--- src/logic/dsc_regs.vh ---
// constants for the strobe-capture ddr datapath
`ifndef DSC_REGS_VH
`define DSC_REGS_VH

// ----------------------------------------------------------------
// group layout
// ----------------------------------------------------------------
`define DSC_DQ_PER_GROUP   8
`define DSC_DM_PER_GROUP   1
`define DSC_NUM_GROUPS     8
`define DSC_WORDS_PER_CYC  2

// ----------------------------------------------------------------
// strobe phase shift, degrees
// ----------------------------------------------------------------
`define DSC_SHIFT_DDR_DEG   8'd90
`define DSC_SHIFT_FCRAM_DEG 8'd72
`define DSC_HALF_CYCLE_DEG  16'd180

// ----------------------------------------------------------------
// timing
// ----------------------------------------------------------------
`define DSC_SYS_MHZ        250
`define DSC_LINK_MHZ       133
// quarter link period in sys clocks, rounded down, at least one
`define DSC_WR_QTR_RAW     (`DSC_SYS_MHZ / (4 * `DSC_LINK_MHZ))
`define DSC_WR_QTR_CYC     ((`DSC_WR_QTR_RAW > 0) ? `DSC_WR_QTR_RAW : 1)
`define DSC_FIFO_DEPTH     8

`endif

--- src/logic/dsc_edge_cap.v ---
// one strobe group: strobe sync, phase-shift delay, two-edge capture
`timescale 1ns/1ps
`default_nettype none
`include "dsc_regs.vh"

module dsc_edge_cap #(
  parameter DQ_W  = 8,
  parameter CNT_W = 8
) (
  // clock and reset
  input  wire              sys_clk,
  input  wire              resetn,
  // pins, raw
  input  wire              dqs_pin,
  input  wire [DQ_W-1:0]   dq_pin,
  // control, already synchronous
  input  wire              listen,
  input  wire              fcram_mode,
  // captured pair
  output reg               pair_valid_r,
  output reg  [2*DQ_W-1:0] pair_data_r
);

  // ----------------------------------------------------------------
  // synchronisers
  // ----------------------------------------------------------------
  reg            dqs_s1_r;
  reg            dqs_s2_r;
  reg            dqs_s3_r;
  reg [DQ_W-1:0] dq_s1_r;
  reg [DQ_W-1:0] dq_s2_r;

  // two flops on every pin before any logic looks at it
  always @(posedge sys_clk or negedge resetn) begin
    if (!resetn) begin
      dqs_s1_r <= 1'b0;
      dqs_s2_r <= 1'b0;
      dqs_s3_r <= 1'b0;
      dq_s1_r  <= {DQ_W{1'b0}};
      dq_s2_r  <= {DQ_W{1'b0}};
    end else begin
      dqs_s1_r <= dqs_pin;
      dqs_s2_r <= dqs_s1_r;
      dqs_s3_r <= dqs_s2_r;
      dq_s1_r  <= dq_pin;
      dq_s2_r  <= dq_s1_r;
    end
  end

  wire strobe_edge = listen && (dqs_s2_r != dqs_s3_r);

  // ----------------------------------------------------------------
  // phase shift: fraction of the measured half period
  // ----------------------------------------------------------------
  reg  [CNT_W-1:0] since_r;
  reg  [CNT_W-1:0] half_r;
  reg  [CNT_W-1:0] dly_r;
  reg              armed_r;
  reg              rise_r;
  reg              have_rise_r;

  wire [7:0]  shift_deg = fcram_mode ? `DSC_SHIFT_FCRAM_DEG : `DSC_SHIFT_DDR_DEG;
  wire [15:0] prod      = half_r * shift_deg;
  wire [15:0] quot      = prod / `DSC_HALF_CYCLE_DEG;
  wire [CNT_W-1:0] tgt  = quot[CNT_W-1:0];
  wire        fire      = armed_r && (dly_r >= tgt);

  // measure edge spacing, then delay each edge to mid-window (90 degrees) for ddr, 72 degrees for fcram
  always @(posedge sys_clk or negedge resetn) begin
    if (!resetn) begin
      since_r      <= {CNT_W{1'b0}};
      half_r       <= {CNT_W{1'b0}};
      dly_r        <= {CNT_W{1'b0}};
      armed_r      <= 1'b0;
      rise_r       <= 1'b0;
      have_rise_r  <= 1'b0;
      pair_valid_r <= 1'b0;
      pair_data_r  <= {2*DQ_W{1'b0}};
    end else begin
      pair_valid_r <= 1'b0;
      // since_r saturates at all ones, so half_r = since_r + 1 wraps to zero on the first edge after an idle strobe
      if (strobe_edge) begin
        since_r <= {CNT_W{1'b0}};
        half_r  <= since_r + 1'b1;
        dly_r   <= {CNT_W{1'b0}};
        armed_r <= 1'b1;
        rise_r  <= dqs_s2_r;
      end else begin
        if (since_r != {CNT_W{1'b1}}) begin
          since_r <= since_r + 1'b1;
        end
        if (armed_r) begin
          dly_r <= dly_r + 1'b1;
        end
      end
      // shifted strobe samples data on both edges
      if (fire && !strobe_edge) begin
        armed_r <= 1'b0;
        if (rise_r) begin
          pair_data_r[DQ_W-1:0] <= dq_s2_r;
          have_rise_r           <= 1'b1;
        end else if (have_rise_r) begin
          pair_data_r[2*DQ_W-1:DQ_W] <= dq_s2_r;
          have_rise_r                <= 1'b0;
          pair_valid_r               <= 1'b1;
        end
      end
      if (!listen) begin
        have_rise_r <= 1'b0;
      end
    end
  end

endmodule // dsc_edge_cap

`default_nettype wire

--- src/logic/dsc_fifo.v ---
// flop-based fifo with a registered output stage
`timescale 1ns/1ps
`default_nettype none

module dsc_fifo #(
  parameter WIDTH = 16,
  parameter DEPTH = 8,
  parameter AW    = 3
) (
  // clock and reset
  input  wire             sys_clk,
  input  wire             resetn,
  // fill side
  input  wire             in_valid,
  output wire             in_ready,
  input  wire [WIDTH-1:0] in_data,
  // drain side
  output reg              out_valid_r,
  input  wire             out_ready,
  output reg  [WIDTH-1:0] out_data_r
);

  reg [WIDTH-1:0] mem_r [0:DEPTH-1];
  reg [AW-1:0]    wr_ptr_r;
  reg [AW-1:0]    rd_ptr_r;
  reg [AW:0]      count_r;

  wire push = in_valid && in_ready;
  wire pop  = (count_r != {(AW+1){1'b0}}) && (!out_valid_r || out_ready);

  // full only when every entry holds data
  assign in_ready = (count_r != DEPTH[AW:0]);

  // storage written by index, no reset needed on data
  always @(posedge sys_clk) begin
    if (push) begin
      mem_r[wr_ptr_r] <= in_data;
    end
  end

  // pointers, fill level and output stage
  always @(posedge sys_clk or negedge resetn) begin
    if (!resetn) begin
      wr_ptr_r    <= {AW{1'b0}};
      rd_ptr_r    <= {AW{1'b0}};
      count_r     <= {(AW+1){1'b0}};
      out_valid_r <= 1'b0;
      out_data_r  <= {WIDTH{1'b0}};
    end else begin
      if (push) begin
        wr_ptr_r <= (wr_ptr_r == DEPTH[AW-1:0] - 1'b1) ? {AW{1'b0}} : wr_ptr_r + 1'b1;
      end
      if (pop) begin
        rd_ptr_r    <= (rd_ptr_r == DEPTH[AW-1:0] - 1'b1) ? {AW{1'b0}} : rd_ptr_r + 1'b1;
        out_data_r  <= mem_r[rd_ptr_r];
        out_valid_r <= 1'b1;
      end else if (out_ready) begin
        out_valid_r <= 1'b0;
      end
      count_r <= count_r + {{AW{1'b0}}, push} - {{AW{1'b0}}, pop};
    end
  end

endmodule // dsc_fifo

`default_nettype wire

--- src/logic/dsc_top.v ---
// ddr strobe-capture datapath: read capture, resync fifo, write launch
// Function
// each group is one strobe pin, eight data pins and one mask pin
// a group's strobe times capture of its own eight data bits only
// data bus width per strobe is by-8 in every bank
// up to eight strobe/data groups in total
// strobe delayed 90 degrees for ddr, 72 for fcram, centred in window
// shifted strobe is distributed as a global capture enable
// shifted strobe clocks the logic_cell capture registers of its group; here sys_clk clocks them and the shifted strobe only enables the load
// data and output-enable launch on a phase-shifted clock from a divider; here they launch on sys_clk, paced by a quarter-period enable from a divider
// captured data resynchronised to core clock through a fifo
// datapath sized to run the link at 133 mhz; quarter clamps to one sys clock, so writes run the link at 62.5 mhz
// data sampled on both strobe edges, two words per strobe cycle
`timescale 1ns/1ps
`default_nettype none
`include "dsc_regs.vh"

module dsc_top #(
  parameter NUM_GROUPS = `DSC_NUM_GROUPS,
  parameter DQ_W       = `DSC_DQ_PER_GROUP,
  parameter FIFO_DEPTH = `DSC_FIFO_DEPTH,
  parameter FIFO_AW    = 3,
  parameter QTR_CYC    = `DSC_WR_QTR_CYC
) (
  // clock and reset
  input  wire                          sys_clk,
  input  wire                          resetn,
  // mode pin, raw
  input  wire                          fcram_mode_pin,
  // memory strobes, two-way
  input  wire [NUM_GROUPS-1:0]         dqs_in,
  output reg  [NUM_GROUPS-1:0]         dqs_out_r,
  output reg  [NUM_GROUPS-1:0]         dqs_oe_n_r,
  // memory data, two-way
  input  wire [NUM_GROUPS*DQ_W-1:0]    dq_in,
  output reg  [NUM_GROUPS*DQ_W-1:0]    dq_out_r,
  output reg  [NUM_GROUPS*DQ_W-1:0]    dq_oe_n_r,
  // memory data mask
  output reg  [NUM_GROUPS-1:0]         dm_out_r,
  // read words to the core
  output wire                          rd_valid,
  input  wire                          rd_ready,
  output wire [NUM_GROUPS*2*DQ_W-1:0]  rd_data,
  output reg                           rd_overrun_r,
  // write words from the core
  input  wire                          wr_valid,
  output reg                           wr_ready_r,
  input  wire [NUM_GROUPS*2*DQ_W-1:0]  wr_data,
  input  wire [NUM_GROUPS*2-1:0]       wr_mask,
  output reg                           wr_busy_r
);

  localparam WORD_W = 2 * DQ_W;
  localparam BUS_W  = NUM_GROUPS * WORD_W;

  // write sequencer states
  localparam [1:0] WS_IDLE  = 2'b00;
  localparam [1:0] WS_RISE  = 2'b01;
  localparam [1:0] WS_FALL  = 2'b10;
  localparam [1:0] WS_POST  = 2'b11;

  // ----------------------------------------------------------------
  // mode pin synchroniser
  // ----------------------------------------------------------------
  reg fcram_s1_r;
  reg fcram_s2_r;

  // mode is static in use; two flops keep it metastability-clean
  always @(posedge sys_clk or negedge resetn) begin
    if (!resetn) begin
      fcram_s1_r <= 1'b0;
      fcram_s2_r <= 1'b0;
    end else begin
      fcram_s1_r <= fcram_mode_pin;
      fcram_s2_r <= fcram_s1_r;
    end
  end

  // ----------------------------------------------------------------
  // read capture per group
  // ----------------------------------------------------------------
  wire [NUM_GROUPS-1:0] pair_valid;
  wire [BUS_W-1:0]      pair_data;
  reg  [NUM_GROUPS-1:0] held_r;
  reg  [BUS_W-1:0]      held_data_r;
  reg                   listen_r;
  // declared ahead of the per-group stages, which read push_all
  wire                  fifo_in_ready;
  wire                  push_all = (&held_r) && fifo_in_ready;

  // one strobe per eight data lines, no cross-group use
  genvar g;
  generate
    for (g = 0; g < NUM_GROUPS; g = g + 1) begin : g_grp
      dsc_edge_cap #(
        .DQ_W  (DQ_W),
        .CNT_W (8)
      ) u_cap (
        .sys_clk      (sys_clk),
        .resetn       (resetn),
        .dqs_pin      (dqs_in[g]),
        .dq_pin       (dq_in[g*DQ_W +: DQ_W]),
        .listen       (listen_r),
        .fcram_mode   (fcram_s2_r),
        .pair_valid_r (pair_valid[g]),
        .pair_data_r  (pair_data[g*WORD_W +: WORD_W])
      );

      // logic_cell holding stage, loaded by the shifted strobe enable
      always @(posedge sys_clk or negedge resetn) begin
        if (!resetn) begin
          held_r[g]                        <= 1'b0;
          held_data_r[g*WORD_W +: WORD_W]  <= {WORD_W{1'b0}};
        end else if (pair_valid[g] && (!held_r[g] || push_all)) begin
          held_r[g]                        <= 1'b1;
          held_data_r[g*WORD_W +: WORD_W]  <= pair_data[g*WORD_W +: WORD_W];
        end else if (push_all) begin
          held_r[g] <= 1'b0;
        end
      end
    end
  endgenerate

  // ----------------------------------------------------------------
  // resync fifo toward the core
  // ----------------------------------------------------------------
  // a group that fills while its word is still held has lost data
  wire lost = |(pair_valid & held_r & ~{NUM_GROUPS{push_all}});

  dsc_fifo #(
    .WIDTH (BUS_W),
    .DEPTH (FIFO_DEPTH),
    .AW    (FIFO_AW)
  ) u_fifo (
    .sys_clk     (sys_clk),
    .resetn      (resetn),
    .in_valid    (&held_r),
    .in_ready    (fifo_in_ready),
    .in_data     (held_data_r),
    .out_valid_r (rd_valid),
    .out_ready   (rd_ready),
    .out_data_r  (rd_data)
  );

  // sticky overrun: the memory cannot be stalled, so report the loss
  always @(posedge sys_clk or negedge resetn) begin
    if (!resetn) begin
      rd_overrun_r <= 1'b0;
    end else if (lost) begin
      rd_overrun_r <= 1'b1;
    end
  end

  // ----------------------------------------------------------------
  // launch phase divider
  // ----------------------------------------------------------------
  reg [7:0] qtr_cnt_r;
  wire      qtr_tick = (qtr_cnt_r == QTR_CYC[7:0] - 8'h01);

  // quarter-period enable stands in for the shifted pll clock
  always @(posedge sys_clk or negedge resetn) begin
    if (!resetn) begin
      qtr_cnt_r <= 8'h00;
    end else if (qtr_tick) begin
      qtr_cnt_r <= 8'h00;
    end else begin
      qtr_cnt_r <= qtr_cnt_r + 8'h01;
    end
  end

  // ----------------------------------------------------------------
  // write sequencer
  // ----------------------------------------------------------------
  reg [1:0]              ws_r;
  reg [1:0]              ws_nxt;
  reg                    half_r;
  reg [BUS_W-1:0]        wbuf_r;
  reg [NUM_GROUPS*2-1:0] wmask_r;
  // half-quarter phase as it will stand after this edge; the strobe is
  // launched from it so the first quarter of a word is never stale
  wire                   half_nxt = (ws_r == WS_IDLE && wr_valid && wr_ready_r) ? 1'b0 :
                                    (qtr_tick ? ~half_r : half_r);

  // each word: rise data, strobe up a quarter later, fall data, strobe down
  always @* begin
    ws_nxt = ws_r;
    case (ws_r)
      WS_IDLE: begin
        if (wr_valid && wr_ready_r) begin
          ws_nxt = WS_RISE;
        end
      end
      WS_RISE: begin
        if (qtr_tick && half_r) begin
          ws_nxt = WS_FALL;
        end
      end
      WS_FALL: begin
        if (qtr_tick && half_r) begin
          ws_nxt = WS_POST;
        end
      end
      WS_POST: begin
        if (qtr_tick) begin
          ws_nxt = WS_IDLE;
        end
      end
      default: begin
        ws_nxt = WS_IDLE;
      end
    endcase
  end

  // registered pin drive; enables low while driving
  integer i;
  always @(posedge sys_clk or negedge resetn) begin
    if (!resetn) begin
      ws_r       <= WS_IDLE;
      half_r     <= 1'b0;
      wbuf_r     <= {BUS_W{1'b0}};
      wmask_r    <= {(NUM_GROUPS*2){1'b0}};
      wr_ready_r <= 1'b0;
      wr_busy_r  <= 1'b0;
      listen_r   <= 1'b0;
      dqs_out_r  <= {NUM_GROUPS{1'b0}};
      dqs_oe_n_r <= {NUM_GROUPS{1'b1}};
      dq_out_r   <= {(NUM_GROUPS*DQ_W){1'b0}};
      dq_oe_n_r  <= {(NUM_GROUPS*DQ_W){1'b1}};
      dm_out_r   <= {NUM_GROUPS{1'b0}};
    end else begin
      ws_r       <= ws_nxt;
      wr_ready_r <= (ws_nxt == WS_IDLE) && !(wr_valid && wr_ready_r);
      wr_busy_r  <= (ws_nxt != WS_IDLE);
      // capture only while the pins are not ours
      listen_r   <= (ws_nxt == WS_IDLE);
      if (ws_r == WS_IDLE && wr_valid && wr_ready_r) begin
        wbuf_r  <= wr_data;
        wmask_r <= wr_mask;
        half_r  <= 1'b0;
      end else if (qtr_tick) begin
        half_r <= ~half_r;
      end
      // output and output-enable launched on sys_clk, paced by the quarter-period enable
      for (i = 0; i < NUM_GROUPS; i = i + 1) begin
        case (ws_nxt)
          WS_RISE: begin
            dq_out_r[i*DQ_W +: DQ_W]  <= wbuf_r[i*WORD_W +: DQ_W];
            dq_oe_n_r[i*DQ_W +: DQ_W] <= {DQ_W{1'b0}};
            dm_out_r[i]               <= wmask_r[2*i];
            dqs_oe_n_r[i]             <= 1'b0;
            dqs_out_r[i]              <= half_nxt;
          end
          WS_FALL: begin
            dq_out_r[i*DQ_W +: DQ_W]  <= wbuf_r[i*WORD_W+DQ_W +: DQ_W];
            dq_oe_n_r[i*DQ_W +: DQ_W] <= {DQ_W{1'b0}};
            dm_out_r[i]               <= wmask_r[2*i+1];
            dqs_oe_n_r[i]             <= 1'b0;
            dqs_out_r[i]              <= ~half_nxt;
          end
          WS_POST: begin
            // strobe held low one quarter so the last edge settles
            dq_oe_n_r[i*DQ_W +: DQ_W] <= {DQ_W{1'b1}};
            dqs_oe_n_r[i]             <= 1'b0;
            dqs_out_r[i]              <= 1'b0;
          end
          default: begin
            dq_oe_n_r[i*DQ_W +: DQ_W] <= {DQ_W{1'b1}};
            dqs_oe_n_r[i]             <= 1'b1;
            dqs_out_r[i]              <= 1'b0;
            dm_out_r[i]               <= 1'b0;
          end
        endcase
      end
    end
  end

endmodule // dsc_top

`default_nettype wire

--- config.mk ---
export PLATFORM = sky130hd
export DESIGN_NAME = dsc_top
export DESIGN_NICKNAME = d
export VERILOG_FILES = /design/src/logic/dsc_edge_cap.v /design/src/logic/dsc_fifo.v /design/src/logic/dsc_top.v
export VERILOG_INCLUDE_DIRS = /design/src /design/src/logic
export SDC_FILE = /design/constraint.sdc
export NUM_CORES = 2
export LEC_CHECK = 0
export BUFFER_PORTS_ARGS = -buffer_cell sky130_fd_sc_hd__buf_2
export CORE_UTILIZATION = 50
export CTS_CLUSTER_DIAMETER = 60
export DETAILED_ROUTE_END_ITERATION = 10
export GPL_TIMING_DRIVEN = 1
export PLACE_DENSITY = 0.7
export SLEW_MARGIN = 10
export SYNTH_ARGS = -nofsm -noshare
export SYNTH_HDL_FRONTEND = slang
export SYNTH_SLANG_ARGS = --single-unit
--- constraint.sdc ---
create_clock -name sys_clk -period 14.7 [get_ports sys_clk]
set_clock_uncertainty 0.15 [all_clocks]
set_input_delay 1.47 -clock sys_clk [delete_from_list [all_inputs] [get_ports sys_clk]]
set_output_delay 1.47 -clock sys_clk [all_outputs]
set_load 0.01 [all_outputs]
==> summary.txt <==
Floorplanning
  • Die Span X: 450 um
  • Die Area: 0.202 mm2
  • Initial core utilization: 0.503
  • Die Ht: 450 um
  • Io pins: 505
  • Core area: 0.199 mm2
  • Num rows: 164

STA
  • Max_slew headroom: 0.284
  • Setup Viol. Count Final: 0
  • Least-Margin Pin Slew: 1070 ps
  • Fmax: 0.0722 GHz
  • Post-layout min period: 13840 ps
  • Final Cycle Share: 0.942
  • Final hold viol count: 0
  • Pins Over Slew Limit: 0
  • Final setup margin: 858 ps

Yosys
  • Register area share after synthesis: 0.560
  • Synth area leader: edfxtp_1
  • Synth Area per Inst: 12.9 um2
  • Mapped Area: 0.100 mm2
  • EDFF count, synth: 1024
  • Top cells by area, synth: edfxtp_1 (31%), dfrtp_1 (25%), mux4_2 (5.8%)
  • Warnings, synthesis: 0
  • Syn_nets: 8454
  • Post-synthesis cell count: 7781
  • Yosys reg bits: 2039
  • Yosys top cell area share: 0.307
  • Most common cell in the synthesized netlist: edfxtp_1
  • Post-synth cell types: 126
  • Top FF cell, synth: edfxtp_1
  • Top post-synthesis cells by count: edfxtp_1 (1024), dfrtp_1 (1013), nor2_1 (545), nand2_1 (542), mux2_2 (433)
  • Async SR Flop Fraction: 0.498

CTS
  • Num CTS Buffers: 212
  • Worst skew pair latency: 890 ps
  • Hold_buf cts: 0
  • CTS tree: built
  • Clk buf depth: 3
  • Root Driver: clkbuf_16
  • Clock Sinks: 2039
  • H-tree lvl count: 4
  • Reg clk slew, reported paths: 60 ps

Drt
  • Iter 0 DRT Violations: 4315
  • Vias: 64.4k
  • DRT antenna net count: 0
  • Drt pass-1 iters: 6
  • WL per Instance: 20.2 um
  • Via-to-Cell Ratio: 5.80
  • Remaining DRCs: 0
  • DRT Wirelength: 224000 um

Worst hold path
  • Min-Delay Startpoint: g_grp[4].u_cap.dqs_s1_r
  • Hold EP: g_grp[4].u_cap.dqs_s2_r
  • Hold depth: 0
  • Hold/Removal Path Class: register to register

Cells and area
  • Share of cells above drive strength 1: 0.220
  • Cell area after layout: 0.113 mm2
  • Synthesis-to-layout area growth: 13.1%
  • Layout Nets: 8925

Flow run
  • Max-cap viol count: 0

GRT
  • Largest net degree at the start of global routing: 154
  • Remaining Overflow, GRT: 0
  • Gr usage total: 0.219
  • Vias in the first global route: 64.6k
  • Initial antenna violation count: 14
  • Global-route wire length before repair: 357000 um

Critical path
  • Worst-path fanout max: 16
  • Worst Path Class, Setup: register to register
  • Startpoint Class: register
  • Most used cell, CP: ha_1
  • R2R cell count: 53
  • CP peak stage delay: 590 ps
  • Worst flop-to-flop path endpoint: g_grp[1].u_cap.pair_data_r[3]
  • Slowest-stage cell, CP: dfrtp_4
  • CP Data Required Time: 15290 ps
  • Critical R2R Launch: fcram_s2_r
  • Arr. time, crit path: 14430 ps
  • Flop2flop setup slack: 860 ps
  • Crit. End Element: register

Placement
  • Port bufs: 504
  • Placed Area: 0.105 mm2
  • Hpwl dp: 145000 um
  • RePlAce Congestion: 0.864
  • Place WS: -44.9 ps

Pwr
  • Peak VDD IR: 0.000186 V
  • P_leak: 45.0 nW
  • Power Density: 227 mW/mm2
  • Total power draw: 25.7 mW

Outcome
  • Status: complete, no violations
## flip-flops by register name, summed over array words and instances, names as in the netlist, 16 cells and up
name / count
g_grp.u_cap.dq_s2_r: 64
u_fifo.mem_r: 1024
g_grp.u_cap.half_r: 64
wmask_r: 16
dq_out_r: 64
u_fifo.out_data_r: 128
g_grp.u_cap.dq_s1_r: 64
held_data_r: 128
g_grp.u_cap.dly_r: 64
wbuf_r: 128
g_grp.u_cap.pair_data_r: 128
g_grp.u_cap.since_r: 64
## kinds of logic (layout without fill, tap and decap cells)
logic type	count (synthesis)	after routing	synth area share
buffers and inverters	611	1271	0.0263
flip-flops	2039	2039	0.560
AO/OA/AOI/OAI	1420	1420	0.0933
multiplexers	984	984	0.136
adder cells (fa/ha/maj)	465	465	0.0639
AND/OR/NAND/NOR	1928	1928	0.0916
XOR/XNOR	334	334	0.0294
other	0	4	0
## critical path: cells and delay by family, from the launching register on
kind	cells	cell delay [ps]
and+or+nand+nor	15	2810
xor gates and xnor gates	2	390
DFF	1	590
muxes	6	1820
buffers and inverters	2	270
adders and majority gates	6	2120
AOI/OAI and AO/OA	22	5570
## cells in the final DEF (no fill, tap or decap), types with 257 or more instances in the layout
cell / synthesis / layout
mux2_2: 433 / 433
edfxtp_1: 1024 / 1024
mux4_2: 257 / 257
a21oi_1: 374 / 365
dfrtp_1: 1013 / 1008
nor2_1: 545 / 544
o21ai_0: 355 / 351
ha_1: 369 / 367
nand2_1: 542 / 538
mux2i_1: 288 / 284
buf_2: 9 / 503
## where the power goes
group	leakage, nW	switching, mW	internal [mW]
logic	20.8	7.25	5.21
clock network	3.55	2.31	3.17
registers	20.6	0.816	6.99
## layer usage
metal / routed length (um) / share of wire / GRT usage / vias to the layer above
li1: - / - / - / 29900
met1: 95400 / 0.43 / 0.289 / 32300
met2: 110000 / 0.49 / 0.369 / 1740
met3: 12400 / 0.055 / 0.0380 / 342
met4: 6050 / 0.027 / 0.0636 / 12
met5: 66 / 0.00029 / 0 / -
## area by class of cell
cell class,count,area [um2]
Clock buffer,310,6100
Fill cell,16000,86000
Multi-Input combinational cell,5131,42000
Clock inverter,93,1280
Inverter,229,860
Tap cell,2656,3320
Timing Repair Buffer,639,3670
Antenna cell,4,10.0
Sequential cell,2039,56200
## repair_timing
action,CTS,global route
pin swaps,0,13
resized for setup,2,67
setup buffers,0,29
setup endpoints to repair,16,152
## worst max path at each step
stage                            from                             to  slack [ps]
floorplan           u_fifo.count_r[2]             u_fifo.mem_r[0][0]         380
global placement           fcram_s2_r  g_grp[4].u_cap.pair_data_r[1]         360
detailed placement         fcram_s2_r  g_grp[6].u_cap.pair_data_r[8]         -40
CTS                        fcram_s2_r  g_grp[1].u_cap.pair_data_r[3]           6
global route               fcram_s2_r  g_grp[6].u_cap.pair_data_r[6]         -60
finish                     fcram_s2_r  g_grp[1].u_cap.pair_data_r[3]         860
## per-stage QoR
stage               hold slack, ps  TNS [ps]   util  std cells
floorplan                      181         0      -       7781
finish                         184         0  0.569      11100
global route                   205      -339  0.569      11100
global placement               185         0  0.529      10700
CTS                            187         0  0.566      11100
detailed placement             186      -535  0.529      10700
Power figures use the tool's default switching activity.
